--- config.mk ---
export PLATFORM = sky130hd
export DESIGN_NAME = sfq_cmd
export DESIGN_NICKNAME = d
export VERILOG_FILES = /design/src/verilog/sfq_pkg.sv /design/src/verilog/sfq_sync.sv /design/src/verilog/sfq_cmd.sv
export SDC_FILE = /design/constraint.sdc
export NUM_CORES = 1
export LEC_CHECK = 0
export BUFFER_PORTS_ARGS = -buffer_cell sky130_fd_sc_hd__buf_2
export CAP_MARGIN = 25
export CORE_UTILIZATION = 25
export DETAILED_ROUTE_END_ITERATION = 10
export MAX_ROUTING_LAYER = met4
export PLACE_DENSITY_LB_ADDON = 0.2
export SLEW_MARGIN = 20
export SYNTH_ARGS = -nofsm -noshare
export SYNTH_HDL_FRONTEND = slang
export SYNTH_SLANG_ARGS = --single-unit
--- constraint.sdc ---
create_clock -name clock -period 2.4 [get_ports clock]
set_input_delay 0.24 -clock clock [delete_from_list [all_inputs] [get_ports clock]]
set_output_delay 0.24 -clock clock [all_outputs]
set_load 0.01 [all_outputs]
--- src/verilog/sfq_pkg.sv ---
// Purpose: shared constants for the flash command interpreter
// Assumes: host drives chip select, serial clock and four data lines
// Notes: times in their own unit, cycle counts derived from the clock rate
package sfq_pkg;
  localparam logic [7:0] CMD_SEC_READ = 8'h48;
  localparam logic [7:0] CMD_SET_PARAM = 8'hc0;
  localparam logic [7:0] CMD_FAST_READ = 8'h0b;
  localparam logic [7:0] CMD_QUAD_READ = 8'heb;
  localparam logic [7:0] CMD_WRAP_READ = 8'h0c;
  localparam logic [7:0] CMD_BURST_WRAP = 8'h77;
  localparam logic [7:0] CMD_QUAD_ENTER = 8'h38;
  localparam logic [7:0] CMD_QUAD_EXIT = 8'hff;
  localparam logic [7:0] CMD_RST_ENABLE = 8'h66;
  localparam logic [7:0] CMD_RST = 8'h99;
  localparam logic [7:0] SEC_HIGH_BYTE = 8'h00;
  localparam logic [1:0] SEC_LAST_REG = 2'h3;
  localparam logic [9:0] SEC_LAST_BYTE = 10'h3ff;
  localparam logic [9:0] SEC_FIRST_BYTE = 10'h000;
  localparam logic [7:0] ARRAY_ERASED = 8'hff;
  localparam logic [7:0] STATUS_RESET = 8'h00;
  localparam logic [7:0] PARAM_RESET = 8'h00;
  localparam logic [2:0] WRAP_RESET = 3'h7;
  localparam int PARAM_DUMMY_LSB = 4;
  localparam int PARAM_WRAP_LSB = 0;
  localparam int WRAP_BITS_LSB = 4;
  localparam logic [3:0] DUMMY_SHORT = 4'h4;
  localparam logic [3:0] DUMMY_MID = 4'h6;
  localparam logic [3:0] DUMMY_LONG = 4'h8;
  localparam int CLK_MHZ = 25;
  localparam int RST_BUSY_US = 30;
  localparam int RST_BUSY_CYC = RST_BUSY_US * CLK_MHZ;
  localparam int SYNC_STAGES = 2;
endpackage : sfq_pkg

--- src/verilog/sfq_sync.sv ---
// Purpose: two-stage synchroniser for one pin
// Assumes: input asynchronous to clock
// Notes: first stage read only by the second
`timescale 1ns/1ps
module sfq_sync (
  input wire logic clock,
  input wire logic arst_n,
  input wire logic init,
  input wire logic pin,
  output logic syncOut
);
  logic meta_q;
  logic meta_d;
  logic sync_q;
  logic sync_d;
  always_comb begin
    meta_d = pin;
    sync_d = meta_q;
  end
  always_ff @(posedge clock or negedge arst_n) begin
    if (!arst_n) begin
      meta_q <= 1'b1;
      sync_q <= 1'b1;
    end else begin
      meta_q <= meta_d;
      sync_q <= sync_d;
    end
  end
  assign syncOut = sync_q;
  logic unusedInit;
  assign unusedInit = init;
endmodule : sfq_sync

--- src/verilog/sfq_cmd.sv ---
// Purpose: serial flash command interpreter for secure read, parameters, mode and reset
// Assumes: serial clock far slower than clock; sampled, not used as a clock
// Notes: array and secure storage read as erased; program paths live elsewhere
`timescale 1ns/1ps
module sfq_cmd #(
  parameter int RST_CYC = sfq_pkg::RST_BUSY_CYC
) (
  input wire logic clock,
  input wire logic arst_n,
  input wire logic chipSelN,
  input wire logic serialClk,
  input wire logic [3:0] dataIn,
  output logic [3:0] dataOut,
  output logic [3:0] dataOe,
  input wire logic quadModePermit,
  input wire logic writeLatchIn,
  input wire logic suspendIn,
  output logic quadCommandMode,
  output logic [7:0] readParamByte,
  output logic [2:0] wrapSettingBits,
  output logic [7:0] continuousReadBits,
  output logic [3:0] dummyClocks,
  output logic [6:0] wrapLength,
  output logic writeLatch,
  output logic suspendFlag,
  output logic resetBusy,
  output logic [7:0] statusByte
);
  // ----------------------------------------
  // pin synchronisers
  // ----------------------------------------
  logic csSync;
  logic sckSync;
  logic [3:0] dinSync;
  logic [5:0] pinsIn;
  logic [5:0] pinsOut;
  assign pinsIn = {chipSelN, serialClk, dataIn};
  for (genvar i = 0; i < 6; i++) begin : gSync
    sfq_sync uSync (
      .clock(clock),
      .arst_n(arst_n),
      .init(1'b1),
      .pin(pinsIn[i]),
      .syncOut(pinsOut[i])
    );
  end
  assign csSync = pinsOut[5];
  assign sckSync = pinsOut[4];
  assign dinSync = pinsOut[3:0];

  // ----------------------------------------
  // frame state
  // ----------------------------------------
  typedef enum {ST_IDLE, ST_CMD, ST_ADDR, ST_DUMMY, ST_DATA, ST_PARAM, ST_WRAP, ST_SKIP} sfq_state_t;
  sfq_state_t state_q, state_d;
  logic sckPrev_q, sckPrev_d;
  logic csPrev_q, csPrev_d;
  logic [7:0] shift_q, shift_d;
  logic [4:0] bitCnt_q, bitCnt_d;
  logic [7:0] cmd_q, cmd_d;
  logic [23:0] addr_q, addr_d;
  logic [7:0] outSh_q, outSh_d;
  logic [3:0] dOut_q, dOut_d;
  logic [3:0] dOe_q, dOe_d;
  logic quad_q, quad_d;
  logic [7:0] param_q, param_d;
  logic [2:0] wrapBits_q, wrapBits_d;
  logic [7:0] contRead_q, contRead_d;
  logic wel_q, wel_d;
  logic sus_q, sus_d;
  logic rstArm_q, rstArm_d;
  logic rstArmFrame_q, rstArmFrame_d;
  logic [$clog2(RST_CYC+1)-1:0] rstCnt_q, rstCnt_d;

  logic rise, fall, frameEnd, frameStart;
  logic [4:0] byteBits;
  logic [7:0] inByte;
  logic [3:0] dummyNeed;
  logic [6:0] wrapLen;
  logic [6:0] wrapMask;
  logic [7:0] dataByte;

  assign rise = sckSync && !sckPrev_q;
  assign fall = !sckSync && sckPrev_q;
  assign frameStart = !csSync && csPrev_q;
  assign frameEnd = csSync && !csPrev_q;
  assign byteBits = quad_q ? 5'd2 : 5'd8;
  assign inByte = quad_q ? {shift_q[3:0], dinSync} : {shift_q[6:0], dinSync[0]};

  always_comb begin
    unique case (param_q[sfq_pkg::PARAM_DUMMY_LSB +: 2])
      2'h2: dummyNeed = sfq_pkg::DUMMY_MID;
      2'h3: dummyNeed = sfq_pkg::DUMMY_LONG;
      default: dummyNeed = sfq_pkg::DUMMY_SHORT;
    endcase
    if (quad_q) begin
      wrapLen = 7'(8 << param_q[sfq_pkg::PARAM_WRAP_LSB +: 2]);
    end else begin
      wrapLen = 7'(8 << wrapBits_q[1:0]);
    end
    wrapMask = 7'(wrapLen - 7'd1);
  end

  // erased storage everywhere; secure registers outside 0-3 also erased
  assign dataByte = sfq_pkg::ARRAY_ERASED;

  always_comb begin
    state_d = state_q;
    sckPrev_d = sckSync;
    csPrev_d = csSync;
    shift_d = shift_q;
    bitCnt_d = bitCnt_q;
    cmd_d = cmd_q;
    addr_d = addr_q;
    outSh_d = outSh_q;
    dOut_d = dOut_q;
    dOe_d = dOe_q;
    quad_d = quad_q;
    param_d = param_q;
    wrapBits_d = wrapBits_q;
    contRead_d = contRead_q;
    wel_d = writeLatchIn;
    sus_d = suspendIn;
    rstArm_d = rstArm_q;
    rstArmFrame_d = rstArmFrame_q;
    rstCnt_d = (rstCnt_q != '0) ? rstCnt_q - 1'b1 : rstCnt_q;
    if (frameStart) begin
      state_d = (rstCnt_q != '0) ? ST_SKIP : ST_CMD;
      bitCnt_d = '0;
      // stale opcode must not act again in a frame with no clocks
      cmd_d = 8'h00;
      rstArmFrame_d = rstArm_q;
      rstArm_d = 1'b0;
    end else if (frameEnd) begin
      dOe_d = 4'h0;
      if (state_q == ST_CMD && bitCnt_q == 5'd0) begin
        unique case (cmd_q)
          sfq_pkg::CMD_QUAD_ENTER: if (quadModePermit) quad_d = 1'b1;
          sfq_pkg::CMD_QUAD_EXIT: quad_d = 1'b0;
          sfq_pkg::CMD_RST_ENABLE: rstArm_d = 1'b1;
          sfq_pkg::CMD_RST: if (rstArmFrame_q) begin
            quad_d = 1'b0;
            param_d = sfq_pkg::PARAM_RESET;
            wrapBits_d = sfq_pkg::WRAP_RESET;
            contRead_d = 8'h00;
            wel_d = 1'b0;
            sus_d = 1'b0;
            rstCnt_d = ($clog2(RST_CYC+1))'(RST_CYC);
          end
          default: ;
        endcase
      end
      state_d = ST_IDLE;
    end else if (rise && state_q != ST_IDLE && state_q != ST_SKIP) begin
      shift_d = inByte;
      bitCnt_d = bitCnt_q + 5'h01;
      unique case (state_q)
        ST_CMD: if (bitCnt_q + 5'd1 == byteBits) begin
          cmd_d = inByte;
          bitCnt_d = '0;
          if (inByte == sfq_pkg::CMD_SEC_READ || inByte == sfq_pkg::CMD_FAST_READ ||
              inByte == sfq_pkg::CMD_QUAD_READ || inByte == sfq_pkg::CMD_WRAP_READ) begin
            state_d = ST_ADDR;
          end else if (inByte == sfq_pkg::CMD_SET_PARAM && quad_q) begin
            state_d = ST_PARAM;
          end else if (inByte == sfq_pkg::CMD_BURST_WRAP) begin
            state_d = ST_WRAP;
          end
          // bitCnt stays 0: a full opcode, acted on at frame end
        end else if (bitCnt_q + 5'd1 < byteBits) begin
        end
        ST_ADDR: if (bitCnt_q + 5'd1 == 5'(3 * byteBits)) begin
          addr_d = {addr_q[15:0], inByte};
          bitCnt_d = '0;
          state_d = ST_DUMMY;
        end else if ((bitCnt_q + 5'd1) % byteBits == 5'd0) begin
          addr_d = {addr_q[15:0], inByte};
        end
        ST_DUMMY: if (bitCnt_q + 5'd1 == ((cmd_q == sfq_pkg::CMD_SEC_READ || !quad_q) ? 5'd8 : 5'(dummyNeed))) begin
          bitCnt_d = '0;
          state_d = ST_DATA;
          outSh_d = dataByte;
        end
        ST_PARAM, ST_WRAP: if (bitCnt_q + 5'd1 == byteBits) begin
          bitCnt_d = '0;
          if (state_q == ST_PARAM) param_d = inByte;
          else wrapBits_d = inByte[sfq_pkg::WRAP_BITS_LSB +: 3];
          state_d = ST_SKIP;
        end
        default: bitCnt_d = bitCnt_q;
      endcase
    end else if (fall && state_q == ST_DATA) begin
      dOe_d = quad_q ? 4'hf : 4'h2;
      dOut_d = quad_q ? outSh_q[7:4] : {2'b00, outSh_q[7], 1'b0};
      outSh_d = quad_q ? {outSh_q[3:0], 4'h0} : {outSh_q[6:0], 1'b0};
      if (bitCnt_q + 5'd1 == byteBits) begin
        bitCnt_d = '0;
        outSh_d = dataByte;
        if (cmd_q == sfq_pkg::CMD_SEC_READ) begin
          addr_d[9:0] = (addr_q[9:0] == sfq_pkg::SEC_LAST_BYTE) ? sfq_pkg::SEC_FIRST_BYTE : addr_q[9:0] + 10'd1;
        end else if (cmd_q == sfq_pkg::CMD_WRAP_READ && quad_q) begin
          addr_d[6:0] = (addr_q[6:0] & ~wrapMask) | ((addr_q[6:0] + 7'd1) & wrapMask);
        end else begin
          addr_d = addr_q + 24'd1;
        end
      end else begin
        bitCnt_d = bitCnt_q + 5'd1;
      end
    end
  end

  always_ff @(posedge clock or negedge arst_n) begin
    if (!arst_n) begin
      state_q <= ST_IDLE;
      // matches the synchroniser reset level, so no false edge after reset
      sckPrev_q <= 1'b1;
      csPrev_q <= 1'b1;
      shift_q <= 8'h00;
      bitCnt_q <= '0;
      cmd_q <= 8'h00;
      addr_q <= 24'h000000;
      outSh_q <= 8'h00;
      dOut_q <= 4'h0;
      dOe_q <= 4'h0;
      quad_q <= 1'b0;
      param_q <= sfq_pkg::PARAM_RESET;
      wrapBits_q <= sfq_pkg::WRAP_RESET;
      contRead_q <= 8'h00;
      wel_q <= 1'b0;
      sus_q <= 1'b0;
      rstArm_q <= 1'b0;
      rstArmFrame_q <= 1'b0;
      rstCnt_q <= '0;
    end else begin
      state_q <= state_d;
      sckPrev_q <= sckPrev_d;
      csPrev_q <= csPrev_d;
      shift_q <= shift_d;
      bitCnt_q <= bitCnt_d;
      cmd_q <= cmd_d;
      addr_q <= addr_d;
      outSh_q <= outSh_d;
      dOut_q <= dOut_d;
      dOe_q <= dOe_d;
      quad_q <= quad_d;
      param_q <= param_d;
      wrapBits_q <= wrapBits_d;
      contRead_q <= contRead_d;
      wel_q <= wel_d;
      sus_q <= sus_d;
      rstArm_q <= rstArm_d;
      rstArmFrame_q <= rstArmFrame_d;
      rstCnt_q <= rstCnt_d;
    end
  end

  assign dataOut = dOut_q;
  assign dataOe = dOe_q;
  assign quadCommandMode = quad_q;
  assign readParamByte = param_q;
  assign wrapSettingBits = wrapBits_q;
  assign continuousReadBits = contRead_q;
  assign dummyClocks = dummyNeed;
  assign wrapLength = wrapLen;
  assign writeLatch = wel_q;
  assign suspendFlag = sus_q;
  assign resetBusy = rstCnt_q != '0;
  assign statusByte = sfq_pkg::STATUS_RESET;
endmodule : sfq_cmd

# --- Yosys cells after proc, flatten, opt, wreduce, memory -nomap -nowiden ---
# Index checks and enable logic that the tools add are counted.
classes:
  addsub: 2
  mul: 1
  div: 0
  n_lt_le_gt_ge: 0
  n_eq_ne: 41
  shift: 2
  mux: 80
  bitwise: 3
  n_reduce_logical: 50
op_table:
  columns: ["cell", "n"]
  rows:
  - ["$mux 32", 10]
  - ["$mux 8", 20]
  - ["$pmux 32 s4", 1]
  - ["$eq 32x2->1 const B", 3]
  - ["$eq 32x3->1 const B", 2]
  - ["$eq 32x4->1 const B", 2]
  - ["$mux 10", 6]
  - ["$mux 5", 7]
  - ["$eq 32x1->1 const B", 1]
  - ["$eq 8x7->1 const B", 4]
  - ["$eq 8x8->1 const B", 4]
  - ["$ne 32x4->1 const B", 1]
  - ["$reduce_bool 32->1", 1]
  - ["$mux 4", 7]
  - ["$mux 3", 9]
  - ["$reduce_bool 2->1", 12]
  - ["$eq 8x4->1 const B", 2]
  - ["$mux 1", 16]
  - ["$ne 4x4->1 const B", 4]
  - ["$reduce_and 8->1", 2]
  - ["$pmux 5 s3", 1]
  - ["$shl 4x2->7 const A", 2]
  - ["$reduce_and 3->1", 4]
  - ["$eq 5x4->1", 2]
  - ["other kinds (27)", 56]
totals:
  regBits: 108
  latch_bits: 0
  ramBits: 0
  romBits: 0
  inputBits: 11
  wordCells: 208
  n_memories: 0

# --- Depth between registers and ports, before layout ---
# Gate-level depths: netlist of run 1.
depth:
  ltp_word: 11
  mapped_depth: 11

# --- By module ---
# Synthesis of run 1 repeated with hierarchy kept, for this count alone.
unflattened:
  cells_unflattened: 458
  area_unflattened_um2: 4470.5
by_module_without_submodules:
  columns: ["module", "n_inst", "cells_each", "area_per_inst_um2", "seq_area_each_um2"]
  rows:
  - ["sfq_cmd", 1, 446, 4155.2, 1632.8]
  - ["sfq_sync", 6, 2, 52.6, 52.6]

# --- Least setup slack after synthesis of run 1 ---
# No wires, ideal clock.
synth_path:
  kind: "register to register"
  startpoint: "register bitCnt_q[1]"
  endpoint: "register param_q[5] (netlist: readParamByte[5])"
  t_arrival_ps: 2272
  path_slack_ps: -7
  stages_incl_launch_ff: 12
  path_buffers: 2
  period_less_slack_ps: 2407
  path_cell_list: "dfrtp_1 -> ha_1 -> clkbuf_1 -> nand2_1 -> o21ai_0 -> nand2_1 -> nor2_2 -> nor4b_4 -> nand2_1 -> a221o_1 -> buf_2 -> o2bb2ai_1"
synth_via:
  elab_chain_cells: 4
  word_cells_on_any_way: 7
  cone_classes: "add/sub (1); eq/ne (2); reduce/logical (4)"
synth_lines:
  columns: ["element", "line_no", "source"]
  rows:
  - ["from (decl)", "sfq_cmd.sv:59", "logic [4:0] bitCnt_q, bitCnt_d;"]
  - ["from (signal assigned)", "sfq_cmd.sv:239", "bitCnt_q <= bitCnt_d;"]
  - ["$add 5x1->5 or $logic_not 5->1 (tied branches)", "sfq_cmd.sv:184, sfq_cmd.sv:136", null]
  - ["$eq 5x4->1 or $logic_and 1x1->1 (tied branches)", "sfq_cmd.sv:184, sfq_cmd.sv:136", null]
  - ["$reduce_bool 2->1 (no source line) or $ne 2x1->1 (tied branches)", null, null]
  - ["$reduce_and 8->1 (no source line) (*)", null, null]
  - ["to (signal assigned)", "sfq_cmd.sv:226", "param_q <= sfq_pkg::PARAM_RESET;"]
  - ["to (signal assigned)", "sfq_cmd.sv:246", "param_q <= param_d;"]
  - ["to (decl)", "sfq_cmd.sv:66", "logic [7:0] param_q, param_d;"]
# Mark *: on every way between the ends. The rest lies on a longest branch, timed or not.
# A chain may end at the register's enable or synchronous reset.

# --- Worst setup path in the final report of run 1 ---
layout_path:
  startpoint: "register bitCnt_q[2]"
  endpoint: "register state_q[1]"
layout_via:
  elab_chain_cells: 4
  word_cells_on_any_way: 9
  cone_classes: "add/sub (1); eq/ne (7); reduce/logical (1)"
layout_lines:
  columns: ["element", "line_no", "source"]
  rows:
  - ["$add 5x1->5 (*)", null, null]
  - ["$eq 5x4->1 (tied with other cells)", "sfq_cmd.sv:158, sfq_cmd.sv:184", null]
  - ["$ne 4x4->1 (no source line)", null, null]
  - ["$reduce_and 7->1 (no source line) (*)", null, null]
  - ["to (signal assigned)", "sfq_cmd.sv:235", "state_q <= state_d;"]
  - ["to (decl)", "sfq_cmd.sv:55", "sfq_state_t state_q, state_d;"]
# Marked as above.

==> metrics.md, run 1 <==
| Metric | Value |
|---|---|
| Setup TNS | `0 ns` |
| Port Buffer Count | `40` |
| CP most frequent cell | `o211ai_1` |
| Slowest stage delay, CP | `0.52 ns` |
| Critical path type | `reg2reg` |
| Clk sink count | `77` |
| Post-Place Cells | `753` |
| RSZ-0062 raised after global routing | `true` |
| Status | `finished clean` |
| Synth cell types | `77` |
| Synthesized cell area | `4370 µm²` |
| Maximum VDD drop | `562 µV` |
| Area grow syn2layout | `32.6%` |
| Leak pwr | `2.54 nW` |
| Fin crit period | `2.40 ns` |
| Fmax | `0.417 GHz` |
| Longest Clk Path Bufs | `2` |
| Final Wtd Congestion | `0.865` |
| Max_cap viols | `0` |
| CTS tree | `built` |
| Synth warn | `0` |
| Vias in the first global route | `3543` |
| Slew Viols, Final | `0` |
| Die X-Extent | `134 µm` |
| HP Class | `in2reg` |
| Worst-path clk slew | `0.06 ns` |
| Main flop type after synthesis | `dfrtp_1` |
| # setup viols final | `0` |
| Via density | `4.71` |
| Worst path cell trace | `buf_4, or4b_1, o211ai_1, o211ai_1, nand3_1, a21oi_1, o21ai_1, o21ai_2, mux2_4` |
| Mapped Avg Cell Area | `9.61 µm²` |
| Total gr overflow | `0` |
| Hold Fails Final Rpt | `0` |
| Most frequent cells in the layout | `63 x buf_4, 57 x dfrtp_1, 44 x nand2_1, 39 x buf_2, 37 x nor2_1` |
| Period utilization | `0.999` |
| Kind of cell adding the most delay to the critical path | `compound AO/OA/AOI/OAI gates` |
| Power Density | `1110 nW/µm²` |
| Die area | `18000 µm²` |
| Ant. Diodes | `0` |
| Crit path arrival time | `2.63 ns` |
| Crit end category | `register` |
| WP buf/inv | `1` |
| HPWL Detailed | `8260 µm` |
| Asr flop ratio synth | `1.00` |
| Detail Route Antenna Nets | `0` |
| WP data required | `2.63 ns` |
| Via count | `3687` |
| I/O pin count | `61` |
| Fin util | `0.344` |
| Final net count | `573` |
| DRC Markers | `0` |
| Synth Register Bits | `77` |
| First drt pass iteration count | `4` |
| Rows | `47` |
| Initial drt markers | `170` |
| Clk Latency, worst-skew pair | `0.35 ns` |
| Worst-path maximum fanout | `7` |
| CP max stage cell | `dfrtp_1` |
| Tot Pwr | `6.45 mW` |
| Leading cell type in the layout, fill and taps excluded | `buf_4` |
| Fill count | `1722` |
| Synth Instances | `455` |
| Hold_ws | `0.0974 ns` |
| Register area share after synthesis | `0.446` |
| First-pass GRT wire length | `18700 µm` |
| Cts bufs inserted | `9` |
| Avg WL per Cell | `14.5 µm` |
| Design area | `5790 µm²` |
| Placement Cell Area | `5140 µm²` |
| Pre-CTS setup slack | `-0.175 ns` |
| Worst Setup Start Kind | `register` |
| Initial core utilization | `0.260` |
| Routed WL | `11300 µm` |
| Clock Skew | `0.00537 ns` |
| Die height | `134 µm` |
| Pin count of the biggest net entering global routing | `43` |
| Gr usage total | `0.139` |
| Antenna violations before repair | `0` |
| Root buf cell | `clkbuf_16` |
| Core Region | `16800 µm²` |
| Min setup slack post-route | `0.00208 ns` |
| Layout cell share with drive strength beyond 1 | `0.365` |
| Htree depth | `3` |
| Post-Layout Cell Count | `782` |
| Number of synthesized flops with an enable pin | `0` |
## worst paths after layout
check | start | endpoint | slack (ns) | cells past startpoint
worst min register to register | gSync[2].uSync.meta_q$_DFF_PN1_ | gSync[2].uSync.syncOut$_DFF_PN1_ | 0.36 | 0
worst max register to register | bitCnt_q[2]$_DFFE_PN0P_ | state_q[1]$_DFFE_PN0P_ | 0.002 | 9
min in group asynchronous | arst_n | rstCnt_q[6]$_DFF_PN0_ | 0.41 | 2
max in group asynchronous | arst_n | wrapSettingBits[1]$_DFFE_PN1P_ | 1.35 | 3
worst max-delay path | bitCnt_q[2]$_DFFE_PN0P_ | state_q[1]$_DFFE_PN0P_ | 0.002 | 9
worst min-delay path | suspendIn | suspendFlag$_DFF_PN0_ | 0.1 | 2
## where the power goes
part           internal, mW  total [mW]  switching (mW)
clock                 0.787        1.34           0.554
combinational          1.45        3.07            1.62
sequential             1.65        2.04           0.389
total                  3.89        6.45            2.56
## logic make-up after synthesis
group,synth area share
simple gates,0.225
compound gates,0.154
flops,0.446
buf+inv,0.0764
mux,0.0696
xor+xnor,0.0140
fa+ha+maj,0.0143
other cells,0.000858
## metal layers
layer,share of wire,vias up,GRT usage
met5,0,-,-
met4,0.017,0,0.0424
met3,0.041,13,0.0370
met2,0.47,87,0.210
met1,0.47,1799,0.180
li1,-,1788,-
## worst reg2reg max path, cell delays in order, from the launching register on
cell	delay (ns)
dfrtp_1	0.52
buf_4	0.22
or4b_1	0.44
o211ai_1	0.14
o211ai_1	0.19
nand3_1	0.14
a21oi_1	0.07
o21ai_1	0.17
o21ai_2	0.09
mux2_4	0.30
## state kept, by name, summed over array words and instances (netlist names)
name,count
dataOe,2
gSync.uSync.meta_q,6
bitCnt_q,5
suspendFlag,1
rstArmFrame_q,1
rstArm_q,1
readParamByte,8
shift_q,7
outSh_q,8
quadCommandMode,1
csPrev_q,1
sckPrev_q,1
gSync.uSync.syncOut,6
cmd_q,8
rstCnt_q,10
dataOut,4
writeLatch,1
state_q,3
wrapSettingBits,3
## synth_stat cells (3+ instances only)
cell / number / area [µm²]
a21boi_0: 3 / 22.5
a21o_1: 3 / 22.5
a21oi_1: 21 / 105
a31oi_1: 4 / 25.0
and2_1: 6 / 37.5
and3_1: 3 / 18.8
buf_1: 3 / 11.3
buf_2: 6 / 30.0
buf_4: 23 / 173
clkbuf_1: 9 / 33.8
dfrtp_1: 60 / 1500
dfstp_2: 17 / 447
ha_1: 5 / 62.6
inv_1: 19 / 71.3
mux2_2: 10 / 113
mux2i_1: 14 / 140
nand2_1: 47 / 176
nand2b_1: 14 / 87.6
nand3_1: 10 / 50.1
nand4_1: 4 / 25.0
nand4b_1: 3 / 26.3
nor2_1: 40 / 150
nor2b_1: 7 / 43.8
nor3_1: 9 / 45.0
nor3b_1: 3 / 22.5
nor4_1: 5 / 31.3
o211ai_1: 5 / 37.5
o21ai_0: 23 / 115
o2bb2ai_1: 8 / 70.1
o32ai_1: 5 / 43.8
or3_1: 4 / 25.0
or4_1: 3 / 22.5
xnor2_1: 3 / 26.3
xor2_1: 4 / 35.0
## what timing repair did
action                     CTS  global route
resized for setup           29            21
setup endpoints to repair   28            34
cloned                       0             0
buffers inserted             2             5
hold endpoints to repair    31             0
pin swaps                   21             8
hold buffers                 7             0
## area by class of cell
cell class | count | area [µm²] | share of cell area
Clock buffer | 12 | 267 | 0.0460
Clock inverter | 4 | 28.8 | 0.00497
Inverter | 20 | 75.1 | 0.0130
Multi-Input combinational cell | 335 | 2380 | 0.411
Sequential cell | 77 | 1950 | 0.337
Tap cell | 220 | 275 | 0.0475
Timing Repair Buffer | 114 | 812 | 0.140
No activity file was read; power rests on OpenSTA's default activity.
==> inputs of run 2 (changes only) <==
--- a/config.mk
+++ b/config.mk
@@ -10,7 +10,6 @@
 export CORE_UTILIZATION = 25
 export DETAILED_ROUTE_END_ITERATION = 10
 export MAX_ROUTING_LAYER = met4
-export PLACE_DENSITY_LB_ADDON = 0.2
 export SLEW_MARGIN = 20
 export SYNTH_ARGS = -nofsm -noshare
 export SYNTH_HDL_FRONTEND = slang
==> metrics.md, run 2 (same netlist as run 1, synthesis figures left out) <==
| Metric | Value |
|---|---|
| Fill count | `1722 (unchanged)` |
| Final Wtd Congestion | `0.891 (was 0.865)` |
| Hold Fails Final Rpt | `0 (unchanged)` |
| I/O pin count | `61 (unchanged)` |
| Most frequent cells in the layout | `59 x dfrtp_1, 55 x buf_4, 46 x nand2_1, 39 x buf_2, 37 x nor2_1 (was 63 x buf_4, 57 x dfrtp_1, 44 x nand2_1, 39 x buf_2, 37 x nor2_1)` |
| Status | `finished, violations left (was finished clean)` |
| Htree depth | `3 (unchanged)` |
| RSZ-0062 raised after global routing | `true (unchanged)` |
| Cts bufs inserted | `9 (unchanged)` |
| Worst-path maximum fanout | `8 (was 7)` |
| Root buf cell | `clkbuf_16 (unchanged)` |
| Hold Startpoint | `writeLatchIn (was suspendIn)` |
| Clk sink count | `77 (unchanged)` |
| Max_cap viols | `0 (unchanged)` |
| Layout cell share with drive strength beyond 1 | `0.336 (was 0.365)` |
| Maximum VDD drop | `529 µV (was 562 µV)` |
| Area grow syn2layout | `28.6% (was 32.6%)` |
| Fmax | `0.407 GHz (was 0.417 GHz)` |
| Ant. Diodes | `0 (unchanged)` |
| Die X-Extent | `134 µm (unchanged)` |
| R2R cell count | `9 (unchanged)` |
| WP data required | `2.61 ns (was 2.63 ns)` |
| Leak pwr | `2.47 nW (was 2.54 nW)` |
| Tot Pwr | `6.25 mW (was 6.45 mW)` |
| CTS tree | `built (unchanged)` |
| Footprint of the multi-input gates | `2300 µm² (was 2380 µm²)` |
| Final net count | `562 (was 573)` |
| Routed WL | `10500 µm (was 11300 µm)` |
| Worst Setup Start Kind | `register (unchanged)` |
| Detail Route Antenna Nets | `0 (unchanged)` |
| Initial drt markers | `202 (was 170)` |
| Leading cell type in the layout, fill and taps excluded | `dfrtp_1 (was buf_4)` |
| Longest Clk Path Bufs | `2 (unchanged)` |
| Max reg flops | `10 (unchanged)` |
| Total gr overflow | `0 (unchanged)` |
| Worst-path clk slew | `0.06 ns (about the same)` |
| HPWL Detailed | `7460 µm (was 8260 µm)` |
| Slew headroom | `0.394` |
| Power Density | `1110 nW/µm² (about the same)` |
| Setup TNS | `-0.386 ns (was 0 ns)` |
| Terminus of the critical flop-to-flop path | `readParamByte[0]$_DFFE_PN0P_ (was state_q[1]$_DFFE_PN0P_)` |
| Failing checks | `setup timing` |
| R2R setup slack | `-0.06 ns (was 0.002 ns)` |
| Avg WL per Cell | `13.7 µm (was 14.5 µm)` |
| Most flop-heavy register | `rstCnt_q (unchanged)` |
| Antenna violations before repair | `0 (unchanged)` |
| HP Class | `in2reg (unchanged)` |
| Vias in the first global route | `3588 (was 3543)` |
| Initial core utilization | `0.260 (unchanged)` |
| Via density | `4.74 (was 4.71)` |
| Slew Viols, Final | `0 (unchanged)` |
| DRC Markers | `0 (unchanged)` |
| Worst-Margin Slew | `0.901 ns` |
| RR Startpoint | `bitCnt_q[1]$_DFFE_PN0P_ (was bitCnt_q[2]$_DFFE_PN0P_)` |
| Via count | `3651 (was 3687)` |
| Crit path arrival time | `2.66 ns (was 2.63 ns)` |
| Port Buffer Count | `40 (unchanged)` |
| Rows | `47 (unchanged)` |
| Critical path type | `reg2reg (unchanged)` |
| Core Region | `16800 µm² (unchanged)` |
| Die height | `134 µm (unchanged)` |
| Crit end category | `register (unchanged)` |
| Fin crit period | `2.46 ns (was 2.40 ns)` |
| # setup viols final | `9 (was 0)` |
| Clk Latency, worst-skew pair | `0.34 ns (was 0.35 ns)` |
| Clock Skew | `0.00822 ns (was 0.00537 ns)` |
| Pin count of the biggest net entering global routing | `74 (was 43)` |
| Register area | `1950 µm² (about the same)` |
| Hold path cells | `2 (unchanged)` |
| Period utilization | `1.02 (was 0.999)` |
| Min-Delay Endpoint | `writeLatch$_DFF_PN0_ (was suspendFlag$_DFF_PN0_)` |
| Gr usage total | `0.128 (was 0.139)` |
| Min setup slack post-route | `-0.0563 ns (was 0.00208 ns)` |
| First drt pass iteration count | `4 (unchanged)` |
| First-pass GRT wire length | `17600 µm (was 18700 µm)` |
| Die area | `18000 µm² (unchanged)` |
[run 2: cell types whose count changed in the layout (fill, tap and decap cells not counted), sizes merged]
cell	delta
buf	-11
bufinv	+1
clkbuf	-1
clkinv	+1
clkinvlp	-1
[run 2: how the worst max path moves through the flow]
stage                     slack [ns]  cells past startpoint               startpoint                           end
after global routing           -0.15                      9  bitCnt_q[1]$_DFFE_PN0P_  readParamByte[0]$_DFFE_PN0P_
after global placement         -0.01                      9  bitCnt_q[0]$_DFFE_PN0P_  readParamByte[0]$_DFFE_PN0P_
after CTS                      -0.02                      9  bitCnt_q[1]$_DFFE_PN0P_  readParamByte[3]$_DFFE_PN0P_
final                          -0.06                      9  bitCnt_q[1]$_DFFE_PN0P_  readParamByte[0]$_DFFE_PN0P_
after floorplan                 0.01                     10  bitCnt_q[0]$_DFFE_PN0P_       bitCnt_q[3]$_DFFE_PN0P_
after detailed placement       -0.08                      9  bitCnt_q[0]$_DFFE_PN0P_  readParamByte[3]$_DFFE_PN0P_
[run 2: repair_timing]
action	CTS	global route
endpoints found under the hold margin	6	19
setup endpoints to repair	23	33
pin swaps	9	13
gates resized for setup	16	15
setup buffers	4	2
hold buffers	6	1
[run 2: metal layers]
layer  vias to the layer above  routed length (µm)  GRT usage
met2                       105                5010      0.198
met5                         -                   0          -
met3                        16                 505     0.0265
met1                      1765                4850      0.162
met4                         0                 168     0.0524
li1                       1765                   -          -
[run 2: area by class of cell]
cell class | instances | share of cell area
Multi-Input combinational cell | 335 | 0.409
Sequential cell | 77 | 0.347
Timing Repair Buffer | 103 | 0.129
Tap cell | 220 | 0.0490
Clock buffer | 11 | 0.0414
Inverter | 20 | 0.0134
Clock inverter | 5 | 0.0107
[run 2: critical path, stage by stage (launching register included)]
cell	delay, ns
dfrtp_1	0.40
ha_2	0.21
or3_4	0.37
o21ai_2	0.08
nand2_2	0.10
nor2_4	0.15
nor4b_4	0.27
nand2_1	0.10
a221o_2	0.47
o2bb2ai_2	0.17
[run 2: where the power goes]
part / switching [mW] / internal, mW / leakage [nW]
registers: 0.360 / 1.65 / 0.965
clock network: 0.549 / 0.810 / 0.140
logic: 1.53 / 1.36 / 1.36
[run 2: stage by stage]
step | hold slack, ns | cell area [µm²] | instances | utilization | setup WS [ns]
4_1_cts | 0.0753 | 5500 | 767 | 0.327 | -0.0218
5_1_grt | 0.107 | 5620 | 771 | 0.334 | -0.150
2_1_floorplan | -0.0556 | 4440 | 474 | - | 0.0138
6_report | 0.113 | 5620 | 771 | 0.334 | -0.0563
3_3_place_gp | 0.345 | 5040 | 741 | 0.300 | -0.0145
3_5_place_dp | 0.346 | 5040 | 741 | 0.300 | -0.0787
